$ cat config.mk
export PLATFORM = sky130hd
export DESIGN_NAME = uisd_top
export DESIGN_NICKNAME = d
export VERILOG_FILES = /design/src/uisd_pkg.sv /design/src/uisd_level_cross.sv /design/src/uisd_dma_gate.sv /design/src/uisd_top.sv
export SDC_FILE = /design/constraint.sdc
export NUM_CORES = 1
export LEC_CHECK = 0
export BUFFER_PORTS_ARGS = -buffer_cell sky130_fd_sc_hd__buf_2
export CORE_AREA = 5 5 85 87
export DETAILED_ROUTE_END_ITERATION = 16
export DIE_AREA = 0 0 90 92
export PLACE_DENSITY = 0.79
export SLEW_MARGIN = 10
export SYNTH_ARGS = -nofsm -noshare
export SYNTH_HDL_FRONTEND = slang
export SYNTH_SLANG_ARGS = --single-unit
$ cat constraint.sdc
create_clock -name pclk -period 3.4 [get_ports pclk]
set_clock_uncertainty 0.2 [all_clocks]
set_input_delay 0.68 -clock pclk [delete_from_list [all_inputs] [get_ports pclk]]
set_output_delay 0.68 -clock pclk [all_outputs]
set_load 0.01 [all_outputs]
$ cat src/uisd_pkg.sv
package uisd_pkg;
	// Register byte addresses on the APB bus
	localparam logic [11:0] UISD_ADDR_MASK     = 12'h038;
	localparam logic [11:0] UISD_ADDR_RAW      = 12'h03c;
	localparam logic [11:0] UISD_ADDR_MASKED   = 12'h040;
	localparam logic [11:0] UISD_ADDR_CLEAR    = 12'h044;
	localparam logic [11:0] UISD_ADDR_DMA      = 12'h048;
	localparam logic [11:0] UISD_ADDR_FIFO_LVL = 12'h034;

	// Interrupt field layout
	localparam int UISD_NUM_IRQ = 11;
	localparam int UISD_BIT_OVERRUN = 10;
	localparam int UISD_BIT_BREAK   = 9;
	localparam int UISD_BIT_PARITY  = 8;
	localparam int UISD_BIT_FRAMING = 7;
	localparam int UISD_BIT_RX_TO   = 6;
	localparam int UISD_BIT_TX      = 5;
	localparam int UISD_BIT_RX      = 4;
	localparam int UISD_BIT_DSR     = 3;
	localparam int UISD_BIT_DCD     = 2;
	localparam int UISD_BIT_CTS     = 1;
	localparam int UISD_BIT_RING    = 0;
	localparam logic [10:0] UISD_ERR_MASK = 11'h780;

	// DMA control fields
	localparam int UISD_DMA_WIDTH = 3;
	localparam int UISD_BIT_RX_DMA_EN  = 0;
	localparam int UISD_BIT_TX_DMA_EN  = 1;
	localparam int UISD_BIT_DMA_ON_ERR = 2;

	// FIFO level select fields and reset values
	localparam int UISD_LVL_WIDTH = 6;
	localparam int UISD_FIFO_CNT_W = 5;
	localparam logic [5:0]  UISD_LVL_RESET  = 6'h12;
	localparam logic [10:0] UISD_IRQ_RESET  = 11'h000;
	localparam logic [10:0] UISD_MASK_RESET = 11'h000;
	localparam logic [2:0]  UISD_DMA_RESET  = 3'h0;
	localparam logic [4:0]  UISD_FIFO_DEPTH = 5'h10;
endpackage : uisd_pkg

$ cat src/uisd_level_cross.sv
`timescale 1ns/1ps
// Pulses when a FIFO fill level passes through its trigger point
module uisd_level_cross (
	// Clock and reset
	input  wire logic       pclk,
	input  wire logic       presetn,
	// Fill level and trigger
	input  wire logic [4:0] fill_level,
	input  wire logic [2:0] level_select,
	input  wire logic       trigger_below,
	// Event out
	output logic            cross_pulse
);
	import uisd_pkg::*;

	logic [4:0] prev_level_ff;
	logic [4:0] trig_level;
	logic       now_beyond;
	logic       was_beyond;

	// Trigger point in eighths of the FIFO depth; reserved codes act as half
	always_comb begin
		case (level_select)
			3'h0:    trig_level = UISD_FIFO_DEPTH >> 3;
			3'h1:    trig_level = UISD_FIFO_DEPTH >> 2;
			3'h2:    trig_level = UISD_FIFO_DEPTH >> 1;
			3'h3:    trig_level = 5'((UISD_FIFO_DEPTH >> 1) + (UISD_FIFO_DEPTH >> 2));
			3'h4:    trig_level = 5'(UISD_FIFO_DEPTH - (UISD_FIFO_DEPTH >> 3));
			default: trig_level = UISD_FIFO_DEPTH >> 1;
		endcase
	end

	// Beyond means at or past the trigger in the direction of interest
	assign now_beyond = trigger_below ? (fill_level <= trig_level) : (fill_level >= trig_level);
	assign was_beyond = trigger_below ? (prev_level_ff <= trig_level)
	                                  : (prev_level_ff >= trig_level);
	assign cross_pulse = now_beyond && !was_beyond; // RULE13

	// Previous fill level, reset to the halfway reset trigger so no false crossing follows
	always_ff @(posedge pclk or negedge presetn) begin
		if (!presetn) begin
			prev_level_ff <= UISD_FIFO_DEPTH >> 1;
		end else begin
			prev_level_ff <= fill_level;
		end
	end
endmodule : uisd_level_cross

$ cat src/uisd_dma_gate.sv
`timescale 1ns/1ps
// Gates receive and transmit DMA requests by the control bits
module uisd_dma_gate (
	// Clock and reset
	input  wire logic       pclk,
	input  wire logic       presetn,
	// Control and state
	input  wire logic [2:0] dma_ctrl,
	input  wire logic       error_irq,
	// Raw requests from the FIFOs
	input  wire logic       rx_single_raw,
	input  wire logic       rx_burst_raw,
	input  wire logic       tx_single_raw,
	input  wire logic       tx_burst_raw,
	// Requests to the DMA controller
	output logic            rx_dma_single_request,
	output logic            rx_dma_burst_request,
	output logic            tx_dma_single_request,
	output logic            tx_dma_burst_request
);
	import uisd_pkg::*;

	logic rx_allow;
	logic tx_allow;

	// Receive requests need enable and no blocking error
	assign rx_allow = dma_ctrl[UISD_BIT_RX_DMA_EN] // RULE9
	                  && !(dma_ctrl[UISD_BIT_DMA_ON_ERR] && error_irq); // RULE11
	assign tx_allow = dma_ctrl[UISD_BIT_TX_DMA_EN]; // RULE10

	// Registered request outputs
	always_ff @(posedge pclk or negedge presetn) begin
		if (!presetn) begin
			rx_dma_single_request <= 1'b0;
			rx_dma_burst_request  <= 1'b0;
			tx_dma_single_request <= 1'b0;
			tx_dma_burst_request  <= 1'b0;
		end else begin
			rx_dma_single_request <= rx_allow && rx_single_raw;
			rx_dma_burst_request  <= rx_allow && rx_burst_raw;
			tx_dma_single_request <= tx_allow && tx_single_raw;
			tx_dma_burst_request  <= tx_allow && tx_burst_raw;
		end
	end
endmodule : uisd_dma_gate

$ cat src/uisd_top.sv
// Implementation choices: the address map and the APB slave port.
`timescale 1ns/1ps
// Summary of operation
// RULE1: Raw status is read-only; reads give unmasked state, writes change nothing.
// RULE2: Reset clears all status bits; modem bits 3..0 cleared here too.
// RULE3: Bits: 10 overrun, 9 break, 8 parity, 7 framing, 6 timeout, 5 tx, 4 rx, 3..0 modem.
// RULE4: Bits 15..11 of raw, masked and clear registers read as zero.
// RULE5: Masked status is read-only, raw bits after mask, same positions.
// RULE6: Clear register is write-only; a one clears, a zero leaves alone.
// RULE7: Each clear bit acts on the status bit at the same position.
// RULE8: DMA control is read/write, zero after reset, bits 15..3 read zero.
// RULE9: DMA control bit 0 enables receive DMA requests.
// RULE10: DMA control bit 1 enables transmit DMA requests.
// RULE11: DMA control bit 2 blocks receive requests while error interrupt is high.
// RULE12: Mask register is read/write, reset zero, reads return current mask.
// RULE13: FIFO interrupts fire when the fill level passes the trigger point.
// RULE14: Masked status equals raw status AND mask bit.
module uisd_top (
	// APB clock and reset
	input  wire logic        pclk,
	input  wire logic        presetn,
	// APB slave
	input  wire logic        psel,
	input  wire logic        penable,
	input  wire logic        pwrite,
	input  wire logic [11:0] paddr,
	input  wire logic [31:0] pwdata,
	output logic      [31:0] prdata,
	output logic             pready,
	output logic             pslverr,
	// Interrupt source events from the UART core
	input  wire logic        overrun_irq,
	input  wire logic        break_irq,
	input  wire logic        parity_irq,
	input  wire logic        framing_irq,
	input  wire logic        rx_timeout_irq,
	input  wire logic        dsr_change_irq,
	input  wire logic        dcd_change_irq,
	input  wire logic        cts_change_irq,
	input  wire logic        ring_change_irq,
	// FIFO fill levels
	input  wire logic [4:0]  tx_fill_level,
	input  wire logic [4:0]  rx_fill_level,
	// Raw DMA requests from the FIFOs
	input  wire logic        rx_single_raw,
	input  wire logic        rx_burst_raw,
	input  wire logic        tx_single_raw,
	input  wire logic        tx_burst_raw,
	// DMA requests
	output logic             rx_dma_single_request,
	output logic             rx_dma_burst_request,
	output logic             tx_dma_single_request,
	output logic             tx_dma_burst_request,
	// Interrupt outputs
	output logic             uart_irq,
	output logic             error_irq
);
	import uisd_pkg::*;

	logic [10:0] raw_status_ff;
	logic [10:0] nxt_raw_status;
	logic [10:0] mask_ff;
	logic [2:0]  dma_ctrl_ff;
	logic [5:0]  fifo_lvl_ff;
	logic [10:0] masked_status;
	logic [10:0] events;
	logic [10:0] clear_bits;
	logic        tx_cross;
	logic        rx_cross;
	logic        wr_access;
	logic        rd_setup;
	logic [31:0] nxt_prdata;
	logic        addr_ok;

	// Decode whether an address hits a mapped register
	function automatic logic uisd_hit(input logic [11:0] addr);
		uisd_hit = (addr == UISD_ADDR_MASK) || (addr == UISD_ADDR_RAW) ||
		           (addr == UISD_ADDR_MASKED) || (addr == UISD_ADDR_CLEAR) ||
		           (addr == UISD_ADDR_DMA) || (addr == UISD_ADDR_FIFO_LVL);
	endfunction : uisd_hit

	// FIFO threshold crossing detectors
	uisd_level_cross u_tx_cross (
		.pclk          (pclk),
		.presetn       (presetn),
		.fill_level    (tx_fill_level),
		.level_select  (fifo_lvl_ff[2:0]),
		.trigger_below (1'b1),
		.cross_pulse   (tx_cross)
	);

	uisd_level_cross u_rx_cross (
		.pclk          (pclk),
		.presetn       (presetn),
		.fill_level    (rx_fill_level),
		.level_select  (fifo_lvl_ff[5:3]),
		.trigger_below (1'b0),
		.cross_pulse   (rx_cross)
	);

	// Event vector in status bit order
	always_comb begin
		events = '0;
		events[UISD_BIT_OVERRUN] = overrun_irq; // RULE3
		events[UISD_BIT_BREAK]   = break_irq;
		events[UISD_BIT_PARITY]  = parity_irq;
		events[UISD_BIT_FRAMING] = framing_irq;
		events[UISD_BIT_RX_TO]   = rx_timeout_irq;
		events[UISD_BIT_TX]      = tx_cross; // RULE13
		events[UISD_BIT_RX]      = rx_cross; // RULE13
		events[UISD_BIT_DSR]     = dsr_change_irq;
		events[UISD_BIT_DCD]     = dcd_change_irq;
		events[UISD_BIT_CTS]     = cts_change_irq;
		events[UISD_BIT_RING]    = ring_change_irq;
	end

	// Bus strobes; a write takes effect in the access phase
	assign wr_access = psel && penable && pwrite && pready;
	assign rd_setup  = psel && !penable && !pwrite;
	assign addr_ok   = uisd_hit(paddr);

	// Clear bits from a clear register write, same position as status
	assign clear_bits = (wr_access && paddr == UISD_ADDR_CLEAR) ? pwdata[10:0] // RULE6 RULE7
	                                                            : 11'h000;

	// Sticky status: a new event wins over a clear in the same cycle
	assign nxt_raw_status = (raw_status_ff & ~clear_bits) | events; // RULE6

	always_ff @(posedge pclk or negedge presetn) begin
		if (!presetn) begin
			raw_status_ff <= UISD_IRQ_RESET; // RULE2
		end else begin
			raw_status_ff <= nxt_raw_status; // RULE1
		end
	end

	// Mask register
	always_ff @(posedge pclk or negedge presetn) begin
		if (!presetn) begin
			mask_ff <= UISD_MASK_RESET; // RULE12
		end else if (wr_access && paddr == UISD_ADDR_MASK) begin
			mask_ff <= pwdata[10:0]; // RULE12
		end
	end

	// DMA control register
	always_ff @(posedge pclk or negedge presetn) begin
		if (!presetn) begin
			dma_ctrl_ff <= UISD_DMA_RESET; // RULE8
		end else if (wr_access && paddr == UISD_ADDR_DMA) begin
			dma_ctrl_ff <= pwdata[2:0]; // RULE8
		end
	end

	// FIFO level select register
	always_ff @(posedge pclk or negedge presetn) begin
		if (!presetn) begin
			fifo_lvl_ff <= UISD_LVL_RESET;
		end else if (wr_access && paddr == UISD_ADDR_FIFO_LVL) begin
			fifo_lvl_ff <= pwdata[5:0];
		end
	end

	// Masked view of the status
	assign masked_status = raw_status_ff & mask_ff; // RULE14 RULE5

	// Read data mux; upper bits read as zero
	always_comb begin
		nxt_prdata = 32'h0000_0000;
		case (paddr)
			UISD_ADDR_MASK:     nxt_prdata = {21'h0, mask_ff}; // RULE12
			UISD_ADDR_RAW:      nxt_prdata = {21'h0, raw_status_ff}; // RULE1 RULE4
			UISD_ADDR_MASKED:   nxt_prdata = {21'h0, masked_status}; // RULE5 RULE4
			UISD_ADDR_DMA:      nxt_prdata = {29'h0, dma_ctrl_ff}; // RULE8
			UISD_ADDR_FIFO_LVL: nxt_prdata = {26'h0, fifo_lvl_ff};
			default:            nxt_prdata = 32'h0000_0000; // RULE4
		endcase
	end

	// Read data captured in the setup phase
	always_ff @(posedge pclk or negedge presetn) begin
		if (!presetn) begin
			prdata <= 32'h0000_0000;
		end else if (rd_setup) begin
			prdata <= nxt_prdata;
		end
	end

	// Ready asserts in the first cycle of the access phase, registered from setup
	always_ff @(posedge pclk or negedge presetn) begin
		if (!presetn) begin
			pready  <= 1'b0;
			pslverr <= 1'b0;
		end else begin
			pready  <= psel && !penable;
			pslverr <= psel && !penable && !addr_ok;
		end
	end

	// Combined and error interrupt outputs, registered
	always_ff @(posedge pclk or negedge presetn) begin
		if (!presetn) begin
			uart_irq  <= 1'b0;
			error_irq <= 1'b0;
		end else begin
			uart_irq  <= |(nxt_raw_status & mask_ff);
			error_irq <= |(nxt_raw_status & mask_ff & UISD_ERR_MASK);
		end
	end

	// DMA request gating
	uisd_dma_gate u_dma_gate (
		.pclk                  (pclk),
		.presetn               (presetn),
		.dma_ctrl              (dma_ctrl_ff),
		.error_irq             (error_irq), // RULE11
		.rx_single_raw         (rx_single_raw),
		.rx_burst_raw          (rx_burst_raw),
		.tx_single_raw         (tx_single_raw),
		.tx_burst_raw          (tx_burst_raw),
		.rx_dma_single_request (rx_dma_single_request),
		.rx_dma_burst_request  (rx_dma_burst_request),
		.tx_dma_single_request (tx_dma_single_request),
		.tx_dma_burst_request  (tx_dma_burst_request)
	);
endmodule : uisd_top

Word level (Yosys, flattened, before mapping):

Index checks and enable logic that the tools add are counted.

* order comparisons: 4
* equal/unequal tests: 12
* mux-type cells: 4
* bitwise gates (word level): 5
* reduce and logical (&&, ||, !) cells: 33

Operators by type and width (number)
* case mux 11 bit (5 select lines): 1
* equality test 12 x 6 -> 1 bit (second input constant): 3
* equality test 12 x 7 -> 1 bit (second input constant): 3
* bitwise AND 11 bit: 3
* case mux 4 bit (4 select lines): 2
* logical AND 1 bit: 18
* 2-to-1 mux 11 bit: 1
* NOT 11 bit: 1
* bitwise OR 11 bit: 1
* OR reduction 11 bit: 1
* greater-or-equal comparator 5 x 4 -> 1 bit: 2
* <= comparator 5 x 4 -> 1 bit: 2
* equality test 3 x 1 -> 1 bit (second input constant): 2
* equality test 3 x 2 -> 1 bit (second input constant): 2
* equality test 3 bit (second input constant): 2
* logical NOT 1 bit: 6
* logical NOT 3 bit: 2
* logical OR 1 bit: 5
* OR reduction 4 bit: 1

* register bits after elaboration: 81
* input bits: 72
* output and inout bits: 40
* word-level logic and storage cells: 73

Depth between registers and ports, before layout:

Gate-level depths: netlist of the first run.

* depth in word-level cells: 10
* mapped depth: 9
* depth with buffers taken out: 9

Modules after synthesis:

Synthesis of the first run repeated with hierarchy kept, for this count alone.

* cell total of the unflattened synthesis: 304
* area total of the unflattened synthesis: 3304.4 µm²

Modules (own cells, without submodules)
* uisd_top: instances 1, cells an instance 237, area an instance 2484.9 µm², seq. area each 1153.6 µm²
* uisd_level_cross: instances 2, cells an instance 29, area an instance 345.3 µm², seq. area each 126.4 µm²
* uisd_dma_gate: instances 1, cells an instance 9, area an instance 128.9 µm², seq. area each 100.1 µm²

Worst setup path before layout of the first run:

No wires, ideal clock.

* kind: input-to-reg
* start point: input paddr[9]
* end point: register uart_irq
* library setup time: 129 ps
* arrival: 2635 ps
* required time: 3071 ps
* setup slack: 437 ps
* stages on the path: 6
* buffers on the path: 0
* cell sequence: or4_4 > or3_4 > nor2_8 > a31oi_1 > or4_4 > a2111o_1

* word-level cells in the longest chain between the ends: 8

Ends and longest elaborated chain
* start: declaration: RTL line uisd_top.sv:26 `input wire logic [11:0] paddr,`
* equality test 12 x 7 -> 1 bit: RTL line uisd_top.sv:123 `assign clear_bits = (wr_access && paddr == UISD_ADDR_CLEAR) ? pwdata[10:0]`
* logical AND 1 bit: RTL line uisd_top.sv:123
* 2-to-1 mux 11 bit: RTL line uisd_top.sv:123
* NOT 11 bit: RTL line uisd_top.sv:127 `assign nxt_raw_status = (raw_status_ff & ~clear_bits) | events;`
* bitwise AND 11 bit: RTL line uisd_top.sv:127
* bitwise OR 11 bit: RTL line uisd_top.sv:127
* bitwise AND 11 bit: RTL line uisd_top.sv:206 `uart_irq <= |(nxt_raw_status & mask_ff);`
* OR reduction 11 bit: RTL line uisd_top.sv:206
* end signal: assignment: RTL line uisd_top.sv:206
* end: declaration: RTL line uisd_top.sv:55 `output logic uart_irq,`

No other way between the ends.
A chain may end at the register's enable or synchronous reset.

Worst setup path after layout of the first run:

* start point: register fifo_lvl_ff[4]
* end point: register uart_irq

* word-level cells in the longest chain between the ends: 8
* elaborated cells between the ends (all ways): 12
* classes of those cells: order compare: 2; eq/ne: 3; mux: 1; bitwise: 2; reduce/logical: 4

Ends and longest elaborated chain
* start: declaration: RTL line uisd_top.sv:64 `logic [5:0] fifo_lvl_ff;`
* start signal: assignment: RTL line uisd_top.sv:160 `fifo_lvl_ff <= pwdata[5:0];`
* equality test 3 bit (tied with other cells): RTL line uisd_level_cross.sv:23 `case (level_select)`
* case mux 4 bit (4 select lines) *: RTL line uisd_level_cross.sv:23
* greater-or-equal comparator 5 x 4 -> 1 bit: RTL line uisd_level_cross.sv:36 `: (prev_level_ff >= trig_level);`
* logical NOT 1 bit: RTL line uisd_level_cross.sv:37 `assign cross_pulse = now_beyond && !was_beyond;`
* logical AND 1 bit *: RTL line uisd_level_cross.sv:37
* bitwise OR 11 bit *: RTL line uisd_top.sv:127
* named net nxt_raw_status[4]: RTL line uisd_top.sv:61 `logic [10:0] nxt_raw_status;`
* bitwise AND 11 bit *: RTL line uisd_top.sv:206
* OR reduction 11 bit *: RTL line uisd_top.sv:206

The timed path passes the listed nets; every way through them passes the cells marked *.

==> flow_results.xml, run 1 <==
<?xml version="1.0" encoding="UTF-8"?>
<metrics>
  <group name="run_status">
    <metric name="status" unit="">finished clean</metric>
  </group>
  <group name="final_layout">
    <metric name="proportion_of_layout_cells_with_a_drive_suffix_above_1" unit="%">31.99</metric>
    <metric name="layout.filler_cells" unit="">569</metric>
    <metric name="area_growth_syn_to_layout" unit="%">17.10</metric>
    <metric name="antennaDiodeCount" unit="">0</metric>
    <metric name="final_core_utilization" unit="%">57.72</metric>
    <metric name="most_common_library_cell_in_the_layout_ignoring_fill_and_taps" unit="">sky130_fd_sc_hd__buf_2</metric>
    <metric name="layout_common_cells" unit="">sky130_fd_sc_hd__buf_2 (69), sky130_fd_sc_hd__dfrtp_1 (56), sky130_fd_sc_hd__nand2_1 (28)</metric>
    <metric name="nets" unit="">452</metric>
    <metric name="final_instance_area" unit="µm²">3623</metric>
  </group>
  <group name="synth">
    <metric name="synthDistinctLibCells" unit="">47</metric>
    <metric name="post_synth_and_or_nand_nor_area_fraction" unit="%">14.23</metric>
    <metric name="synthesis.instances" unit="">292</metric>
    <metric name="synth-main-ff-cell" unit="">sky130_fd_sc_hd__dfrtp_1</metric>
    <metric name="synth_top_family_by_area" unit="">compound AO/OA/AOI/OAI gates</metric>
    <metric name="synth_edf_count" unit="">0</metric>
    <metric name="mean_instance_size_in_the_synthesized_netlist" unit="µm²">10.60</metric>
    <metric name="post_synth_mux_area_share" unit="%">7.562</metric>
    <metric name="synth_compound_area_share" unit="%">16.58</metric>
    <metric name="mapped_cell_area" unit="µm²">3094</metric>
    <metric name="synthAdderAreaFrac" unit="%">4.852</metric>
    <metric name="synthXorXnorAreaFrac" unit="%">0</metric>
    <metric name="postSynthRegisterBits" unit="">60</metric>
    <metric name="synth.yosys.seq_area_share" unit="%">48.69</metric>
    <metric name="yosysWarningCount" unit="">0</metric>
    <metric name="asyncSetResetFlopFracSynth" unit="%">100.0</metric>
  </group>
  <group name="min_path">
    <metric name="holdCritPathClass" unit="">in -&gt; reg</metric>
  </group>
  <group name="global_route">
    <metric name="grt-ovfl-total" unit="">0</metric>
    <metric name="grt_util_all_layers" unit="%">17.72</metric>
    <metric name="number_of_global_route_vias_before_repair" unit="">2565</metric>
    <metric name="antenna_violations_before_repair" unit="">0</metric>
    <metric name="wire_length_of_the_first_global_routing_pass" unit="µm">11830</metric>
    <metric name="pin_count_of_the_biggest_net_entering_global_routing" unit="">61</metric>
  </group>
  <group name="clock_network">
    <metric name="tritoncts_num_sinks" unit="">60</metric>
    <metric name="cts_post_setup_buffers_inserted" unit="">0</metric>
    <metric name="htreeDepth" unit="">3</metric>
    <metric name="cts_hold_repair.buffers" unit="">0</metric>
    <metric name="worstSkewPairLatency" unit="ns">0.34</metric>
    <metric name="post_cts_resized" unit="">0</metric>
    <metric name="clk_pin_slew" unit="ns">0.07</metric>
    <metric name="cts_root_buf" unit="">sky130_fd_sc_hd__clkbuf_8</metric>
    <metric name="cts_tree" unit="">yes</metric>
    <metric name="cts_buffer_depth" unit="">2</metric>
    <metric name="tritoncts.num_buffers" unit="">9</metric>
  </group>
  <group name="routing">
    <metric name="drt_pre_antenna_iters" unit="">7</metric>
    <metric name="remaining_drc_errors" unit="">0</metric>
    <metric name="routed_wl" unit="µm">7373</metric>
    <metric name="detailroute.via_count" unit="">2500</metric>
    <metric name="avgRoutedWirePerCell" unit="µm">16.42</metric>
    <metric name="number_of_violations_reported_at_the_end_of_detailed_routing_iteration_0" unit="">145</metric>
    <metric name="antenna_violating_nets_post_route" unit="">0</metric>
    <metric name="route.detailed.vias_per_inst" unit="">5.568</metric>
  </group>
  <group name="die">
    <metric name="fp.dieArea" unit="µm²">8280</metric>
    <metric name="initial_utilization" unit="%">49.29</metric>
    <metric name="floorplan_die_width" unit="µm">90</metric>
    <metric name="die_y" unit="µm">92</metric>
    <metric name="core.rowCount" unit="">29</metric>
    <metric name="core_area" unit="µm²">6277</metric>
    <metric name="ios" unit="">112</metric>
  </group>
  <group name="sta">
    <metric name="fmax" unit="MHz">341.6</metric>
    <metric name="grt_setup_unrepaired" unit="">false</metric>
    <metric name="finalSetupViolations" unit="">0</metric>
    <metric name="finalHoldWorstSlack" unit="ns">0.2502</metric>
    <metric name="period_share" unit="%">86.11</metric>
    <metric name="finalHoldViolCount" unit="">0</metric>
    <metric name="worst_slew_pin_slew" unit="ns">0.7516</metric>
    <metric name="relSlewSlack" unit="%">49.89</metric>
    <metric name="fin_setup_tns" unit="ns">0</metric>
    <metric name="timing_max_transition_violations_final" unit="">0</metric>
    <metric name="timing.final.crit_period" unit="ns">2.928</metric>
  </group>
  <group name="setup_path">
    <metric name="cp-end-kind" unit="">flip-flop</metric>
    <metric name="path_max_fanout" unit="">4</metric>
    <metric name="worst-setup-path-type" unit="">reg -&gt; reg</metric>
    <metric name="startpoint_types" unit="">flip-flop</metric>
    <metric name="timing.critical_path.arrival" unit="ns">2.95</metric>
    <metric name="cp_data_required_time" unit="ns">3.42</metric>
  </group>
  <group name="place">
    <metric name="io_buffers" unit="">69</metric>
    <metric name="detailed_place_hpwl" unit="µm">5491</metric>
    <metric name="placed_cell_area" unit="µm²">3455</metric>
    <metric name="gp_congestion" unit="">0.8716</metric>
  </group>
  <group name="pwr">
    <metric name="vdd_ir_drop_max" unit="mV">0.2216</metric>
    <metric name="lkg_pwr" unit="nW">1.817</metric>
    <metric name="cellPowerDensity" unit="nW/µm²">383.6</metric>
  </group>
  <group name="job">
    <metric name="timing.max_cap.violations" unit="">0</metric>
  </group>
</metrics>
-- where the power goes --
group          internal, W  leakage [nW]  switching (W)
combinational    0.0000376         0.992      0.0000630
clock             0.000298        0.0893       0.000267
sequential        0.000722         0.736     0.00000225
total              0.00106          1.82       0.000332
-- state kept, by name (all words and copies together) (netlist names), 3 cells and up --
| name | count |
|---|---|
| mask_ff | 11 |
| u_tx_cross.prev_level_ff | 5 |
| dma_ctrl_ff | 3 |
| prdata | 11 |
| raw_status_ff | 11 |
| u_rx_cross.prev_level_ff | 5 |
| fifo_lvl_ff | 6 |
-- logic make-up after synthesis --
family                   count (synthesis)
AND/OR/NAND/NOR                         80
AO/OA/AOI/OAI                           76
flip-flops                              60
buffers and inverters                   42
multiplexers                            21
adder cells (fa/ha/maj)                 12
other                                    1
-- final timing paths --
path	from	to	slack (ns)	cells after the start
min in group asynchronous	presetn	u_rx_cross.prev_level_ff[1]$_DFF_PN0_	0.29	2
min	rx_fill_level[3]	u_rx_cross.prev_level_ff[3]$_DFF_PN1_	0.25	1
min reg2reg	prdata[8]$_DFFE_PN0P_	prdata[8]$_DFFE_PN0P_	0.28	2
max in group asynchronous	presetn	raw_status_ff[10]$_DFF_PN0_	2.22	2
max reg2reg	fifo_lvl_ff[4]$_DFFE_PN1P_	uart_irq$_DFF_PN0_	0.47	9
max	fifo_lvl_ff[4]$_DFFE_PN1P_	uart_irq$_DFF_PN0_	0.47	9
-- Yosys cell counts (2+ instances only) --
cell                        number  area, µm²
sky130_fd_sc_hd__a2111o_1        3      33.78
sky130_fd_sc_hd__a21o_1         12      90.09
sky130_fd_sc_hd__a21oi_1        11      55.05
sky130_fd_sc_hd__a221oi_1        3      26.28
sky130_fd_sc_hd__a222oi_1        3      30.03
sky130_fd_sc_hd__a22oi_1         5      37.54
sky130_fd_sc_hd__a31oi_1         7      43.79
sky130_fd_sc_hd__and2_1          4      25.02
sky130_fd_sc_hd__and3_1          3      18.77
sky130_fd_sc_hd__and3b_1         2      17.52
sky130_fd_sc_hd__and4_1          2      17.52
sky130_fd_sc_hd__buf_2           2      10.01
sky130_fd_sc_hd__buf_4          21      157.7
sky130_fd_sc_hd__clkbuf_1        6      22.52
sky130_fd_sc_hd__dfrtp_1        56       1401
sky130_fd_sc_hd__dfstp_2         4      105.1
sky130_fd_sc_hd__ha_1           12      150.1
sky130_fd_sc_hd__inv_1          12      45.04
sky130_fd_sc_hd__mux2_2         19      214.0
sky130_fd_sc_hd__mux2i_1         2      20.02
sky130_fd_sc_hd__nand2_1        28      105.1
sky130_fd_sc_hd__nand2b_1        3      18.77
sky130_fd_sc_hd__nand4_1         2      12.51
sky130_fd_sc_hd__nor2_1         14      52.55
sky130_fd_sc_hd__nor2b_1         8      50.05
sky130_fd_sc_hd__nor3_1          3      15.01
sky130_fd_sc_hd__o21ai_0        21      105.1
sky130_fd_sc_hd__o2bb2ai_1       3      26.28
sky130_fd_sc_hd__or2_2           2      12.51
sky130_fd_sc_hd__or4_4           2      22.52
-- critical path, cell delays in order (launching register included) --
cell,delay [ns]
sky130_fd_sc_hd__dfstp_2,0.55
sky130_fd_sc_hd__nor2_1,0.08
sky130_fd_sc_hd__mux2i_1,0.22
sky130_fd_sc_hd__ha_1,0.27
sky130_fd_sc_hd__nand2_1,0.06
sky130_fd_sc_hd__a21oi_1,0.03
sky130_fd_sc_hd__a2111oi_0,0.58
sky130_fd_sc_hd__o21ai_2,0.12
sky130_fd_sc_hd__a221o_1,0.32
sky130_fd_sc_hd__a2111o_1,0.38
-- area by class of cell --
| cell class | instances | area, µm² | share of cell area, % |
|---|---|---|---|
| Clock buffer | 13 | 158.9 | 4.385 |
| Tap cell | 77 | 96.34 | 2.659 |
| Timing Repair Buffer | 75 | 390.4 | 10.77 |
| Inverter | 12 | 45.04 | 1.243 |
| Sequential cell | 60 | 1506 | 41.57 |
| Multi-Input combinational cell | 210 | 1416 | 39.09 |
| Clock inverter | 2 | 10.01 | 0.2762 |
-- through the flow --
| step | power [W] | std cells | setup slack, ns |
|---|---|---|---|
| floorplan | 0.0007932 | 312 | 0.4366 |
| global placement | 0.0008326 | 434 | 0.1645 |
| detailed placement | 0.0008377 | 434 | 0.1356 |
| CTS | 0.001400 | 449 | 0.4483 |
| global route | 0.001444 | 449 | 0.2674 |
| finish | 0.001390 | 449 | 0.4724 |
-- layer usage --
metal,track usage [%],vias to the layer above,share of wire [%]
li1,-,1156,-
met1,19.74,1208,40
met2,30.24,117,49
met3,6.956,19,8.4
met4,7.444,0,2.1
met5,0,-,0
(Power assumes the default switching activity.)
==> run 2, diff against run 1 <==
--- a/config.mk
+++ b/config.mk
@@ -6,10 +6,12 @@
 export NUM_CORES = 1
 export LEC_CHECK = 0
 export BUFFER_PORTS_ARGS = -buffer_cell sky130_fd_sc_hd__buf_2
-export CORE_AREA = 5 5 85 87
+export CELL_PAD_IN_SITES_DETAIL_PLACEMENT = 2
+export CELL_PAD_IN_SITES_GLOBAL_PLACEMENT = 2
+export CORE_AREA = 5 5 108 110
 export DETAILED_ROUTE_END_ITERATION = 16
-export DIE_AREA = 0 0 90 92
-export PLACE_DENSITY = 0.79
+export DIE_AREA = 0 0 113 115
+export PLACE_DENSITY_LB_ADDON = 0.1
 export SLEW_MARGIN = 10
 export SYNTH_ARGS = -nofsm -noshare
 export SYNTH_HDL_FRONTEND = slang
==> run 2 against run 1 <==
Against the previous run:
- combinational power hardly changed
- first-iteration DRC count is 66% lower
- worst hold slack worse by 0.18 ns
- count of clock-buffer cells in the layout is 1 lower
- die area is 57% higher
- largest power group unchanged
==> flow_results.xml, run 2 (synthesis results as in run 1) <==
<?xml version="1.0" encoding="UTF-8"?>
<metrics>
  <group name="final_layout">
    <metric name="nets" unit="">456</metric>
    <metric name="area_growth_syn_to_layout" unit="%">21.71</metric>
    <metric name="layout_common_cells" unit="">sky130_fd_sc_hd__buf_2 (69), sky130_fd_sc_hd__dfrtp_1 (56), sky130_fd_sc_hd__nand2_1 (28)</metric>
    <metric name="most_common_library_cell_in_the_layout_ignoring_fill_and_taps" unit="">sky130_fd_sc_hd__buf_2</metric>
    <metric name="proportion_of_layout_cells_with_a_drive_suffix_above_1" unit="%">33.16</metric>
    <metric name="final-instance-count-excl-fill" unit="">517</metric>
    <metric name="final_instance_area" unit="µm²">3766</metric>
    <metric name="largest_registers_in_the_final_layout" unit="">mask_ff x11, prdata x11, raw_status_ff x11</metric>
    <metric name="antennaDiodeCount" unit="">0</metric>
  </group>
  <group name="pwr">
    <metric name="switching_share" unit="%">23.29</metric>
    <metric name="clockPowerShare" unit="%">44.1</metric>
    <metric name="p_seq_share" unit="%">48.9</metric>
    <metric name="lkg_pwr" unit="nW">1.851</metric>
    <metric name="cellPowerDensity" unit="nW/µm²">393.6</metric>
    <metric name="power" unit="W">0.001482</metric>
    <metric name="power.net_switching" unit="W">0.0003452</metric>
    <metric name="vdd_ir_drop_max" unit="mV">0.1538</metric>
    <metric name="p_int" unit="W">0.001137</metric>
    <metric name="comb_power_share" unit="%">7.0</metric>
  </group>
  <group name="clock_network">
    <metric name="cts_root_buf" unit="">sky130_fd_sc_hd__clkbuf_8</metric>
    <metric name="worstSkewPairLatency" unit="ns">0.33</metric>
    <metric name="clk_pin_slew" unit="ns">0.07</metric>
    <metric name="cts_buffer_depth" unit="">2</metric>
    <metric name="post_cts_resized" unit="">0</metric>
    <metric name="cts_post_setup_buffers_inserted" unit="">0</metric>
    <metric name="cts_hold_repair.buffers" unit="">0</metric>
    <metric name="tritoncts.num_buffers" unit="">9</metric>
    <metric name="tritoncts_num_sinks" unit="">60</metric>
    <metric name="cts_tree" unit="">yes</metric>
    <metric name="htreeDepth" unit="">3</metric>
  </group>
  <group name="setup_path">
    <metric name="cp-startpoint" unit="">fifo_lvl_ff[4]$_DFFE_PN1P_</metric>
    <metric name="timing.critical_path.arrival" unit="ns">3.07</metric>
    <metric name="path_max_fanout" unit="">4</metric>
    <metric name="rrSetupSlack" unit="ns">0.35</metric>
    <metric name="rr_endpoint" unit="">uart_irq$_DFF_PN0_</metric>
    <metric name="cp-end-kind" unit="">flip-flop</metric>
    <metric name="startpoint_types" unit="">flip-flop</metric>
    <metric name="cp_data_required_time" unit="ns">3.41</metric>
    <metric name="r2r-start" unit="">fifo_lvl_ff[4]$_DFFE_PN1P_</metric>
    <metric name="worst_r2r_path_depth" unit="">9</metric>
    <metric name="worst-setup-path-type" unit="">reg -&gt; reg</metric>
  </group>
  <group name="routing">
    <metric name="antenna_violating_nets_post_route" unit="">0</metric>
    <metric name="drt_pre_antenna_iters" unit="">4</metric>
    <metric name="number_of_violations_reported_at_the_end_of_detailed_routing_iteration_0" unit="">49</metric>
    <metric name="routed_wl" unit="µm">8825</metric>
    <metric name="route.detailed.vias_per_inst" unit="">4.743</metric>
    <metric name="remaining_drc_errors" unit="">0</metric>
    <metric name="detailroute.via_count" unit="">2452</metric>
    <metric name="avgRoutedWirePerCell" unit="µm">17.07</metric>
  </group>
  <group name="sta">
    <metric name="finalSetupViolations" unit="">0</metric>
    <metric name="finalHoldViolCount" unit="">0</metric>
    <metric name="fmax" unit="MHz">327.8</metric>
    <metric name="relSlewSlack" unit="%">50.18</metric>
    <metric name="timing.final.crit_period" unit="ns">3.051</metric>
    <metric name="grt_setup_unrepaired" unit="">false</metric>
    <metric name="timing_max_transition_violations_final" unit="">0</metric>
    <metric name="final.setup.worst_slack" unit="ns">0.3495</metric>
    <metric name="worst_slew_pin_slew" unit="ns">0.7285</metric>
    <metric name="period_share" unit="%">89.72</metric>
    <metric name="fin_setup_tns" unit="ns">0</metric>
  </group>
  <group name="global_route">
    <metric name="grt-ovfl-total" unit="">0</metric>
    <metric name="antenna_violations_before_repair" unit="">0</metric>
    <metric name="number_of_global_route_vias_before_repair" unit="">2737</metric>
    <metric name="grt_util_all_layers" unit="%">14.17</metric>
    <metric name="wire_length_of_the_first_global_routing_pass" unit="µm">14350</metric>
    <metric name="pin_count_of_the_biggest_net_entering_global_routing" unit="">24</metric>
  </group>
  <group name="die">
    <metric name="core.rowCount" unit="">38</metric>
    <metric name="fp.dieArea" unit="µm²">13000</metric>
    <metric name="initial_utilization" unit="%">29.18</metric>
    <metric name="core_area" unit="µm²">10600</metric>
    <metric name="floorplan_die_width" unit="µm">113</metric>
    <metric name="ios" unit="">112</metric>
    <metric name="die_y" unit="µm">115</metric>
  </group>
  <group name="place">
    <metric name="placed_cell_area" unit="µm²">3563</metric>
    <metric name="detailed_place_hpwl" unit="µm">6980</metric>
    <metric name="post-place-ws" unit="ns">0.07464</metric>
    <metric name="dp_cells" unit="">501</metric>
    <metric name="io_buffers" unit="">69</metric>
    <metric name="gp_congestion" unit="">0.7661</metric>
  </group>
  <group name="min_path">
    <metric name="holdCritPathClass" unit="">in -&gt; async</metric>
  </group>
  <group name="run_status">
    <metric name="status" unit="">finished clean</metric>
  </group>
  <group name="job">
    <metric name="timing.max_cap.violations" unit="">0</metric>
  </group>
</metrics>
-- run 2: cell count changes in the layout (fill, tap and decap cells not counted) --
cell / delta
sky130_fd_sc_hd__bufinv_16: +1
sky130_fd_sc_hd__buf_4: +4
sky130_fd_sc_hd__clkbuf_1: -1
sky130_fd_sc_hd__clkinvlp_4: +1
-- run 2: per-stage QoR --
stage | hold slack (ns) | util [%]
finish | 0.07025 | 35.52
global route | 0.09850 | 35.52
CTS | 0.07545 | 35.52
detailed placement | 0.2729 | 33.61
global placement | 0.2630 | 33.61
floorplan | 0.1844 | -
-- run 2: layout make-up --
class,count,area [µm²]
inverter,12,45.04
clock buffer,12,155.1
sequential,60,1506
timing repair buffer,79,420.4
multi-input combinational,210,1416
tap,140,175.2
clock inverter,4,47.55
fill,1203,6837
-- run 2: power groups by stage --
stage               clock [W]  combinational, W  sequential [W]
floorplan                   0         0.0000552        0.000738
global placement            0          0.000103        0.000738
detailed placement          0          0.000106        0.000738
CTS                  0.000680          0.000107        0.000724
global route         0.000712          0.000121        0.000724
finish               0.000654          0.000104        0.000724
-- run 2: worst max path at each step --
stage | end | slack, ns | cells after the start
2_1_floorplan | uart_irq$_DFF_PN0_ | 0.44 | 6
3_5_place_dp | uart_irq$_DFF_PN0_ | 0.07 | 7
6_report | uart_irq$_DFF_PN0_ | 0.35 | 9
5_1_grt | uart_irq$_DFF_PN0_ | 0.19 | 9
3_3_place_gp | uart_irq$_DFF_PN0_ | 0.08 | 7
4_1_cts | uart_irq$_DFF_PN0_ | 0.36 | 9
-- run 2: metal layers --
layer | vias to the layer above | track usage (%) | share of wire, % | wire [µm]
li1 | 1162 | - | - | -
met1 | 1215 | 17.58 | 44 | 3882
met2 | 67 | 24.84 | 51 | 4491
met3 | 8 | 2.632 | 3.9 | 343
met4 | 0 | 4.808 | 1.2 | 108
met5 | - | 0 | 0 | 0
-- run 2: critical path, cell delays in order, from the launching register on --
cell	delay, ns
sky130_fd_sc_hd__dfstp_2	0.56
sky130_fd_sc_hd__nor2_1	0.09
sky130_fd_sc_hd__mux2i_1	0.23
sky130_fd_sc_hd__ha_1	0.27
sky130_fd_sc_hd__nand2_1	0.06
sky130_fd_sc_hd__a21oi_1	0.04
sky130_fd_sc_hd__a2111oi_0	0.67
sky130_fd_sc_hd__o21ai_2	0.11
sky130_fd_sc_hd__a221o_1	0.33
sky130_fd_sc_hd__a2111o_1	0.38
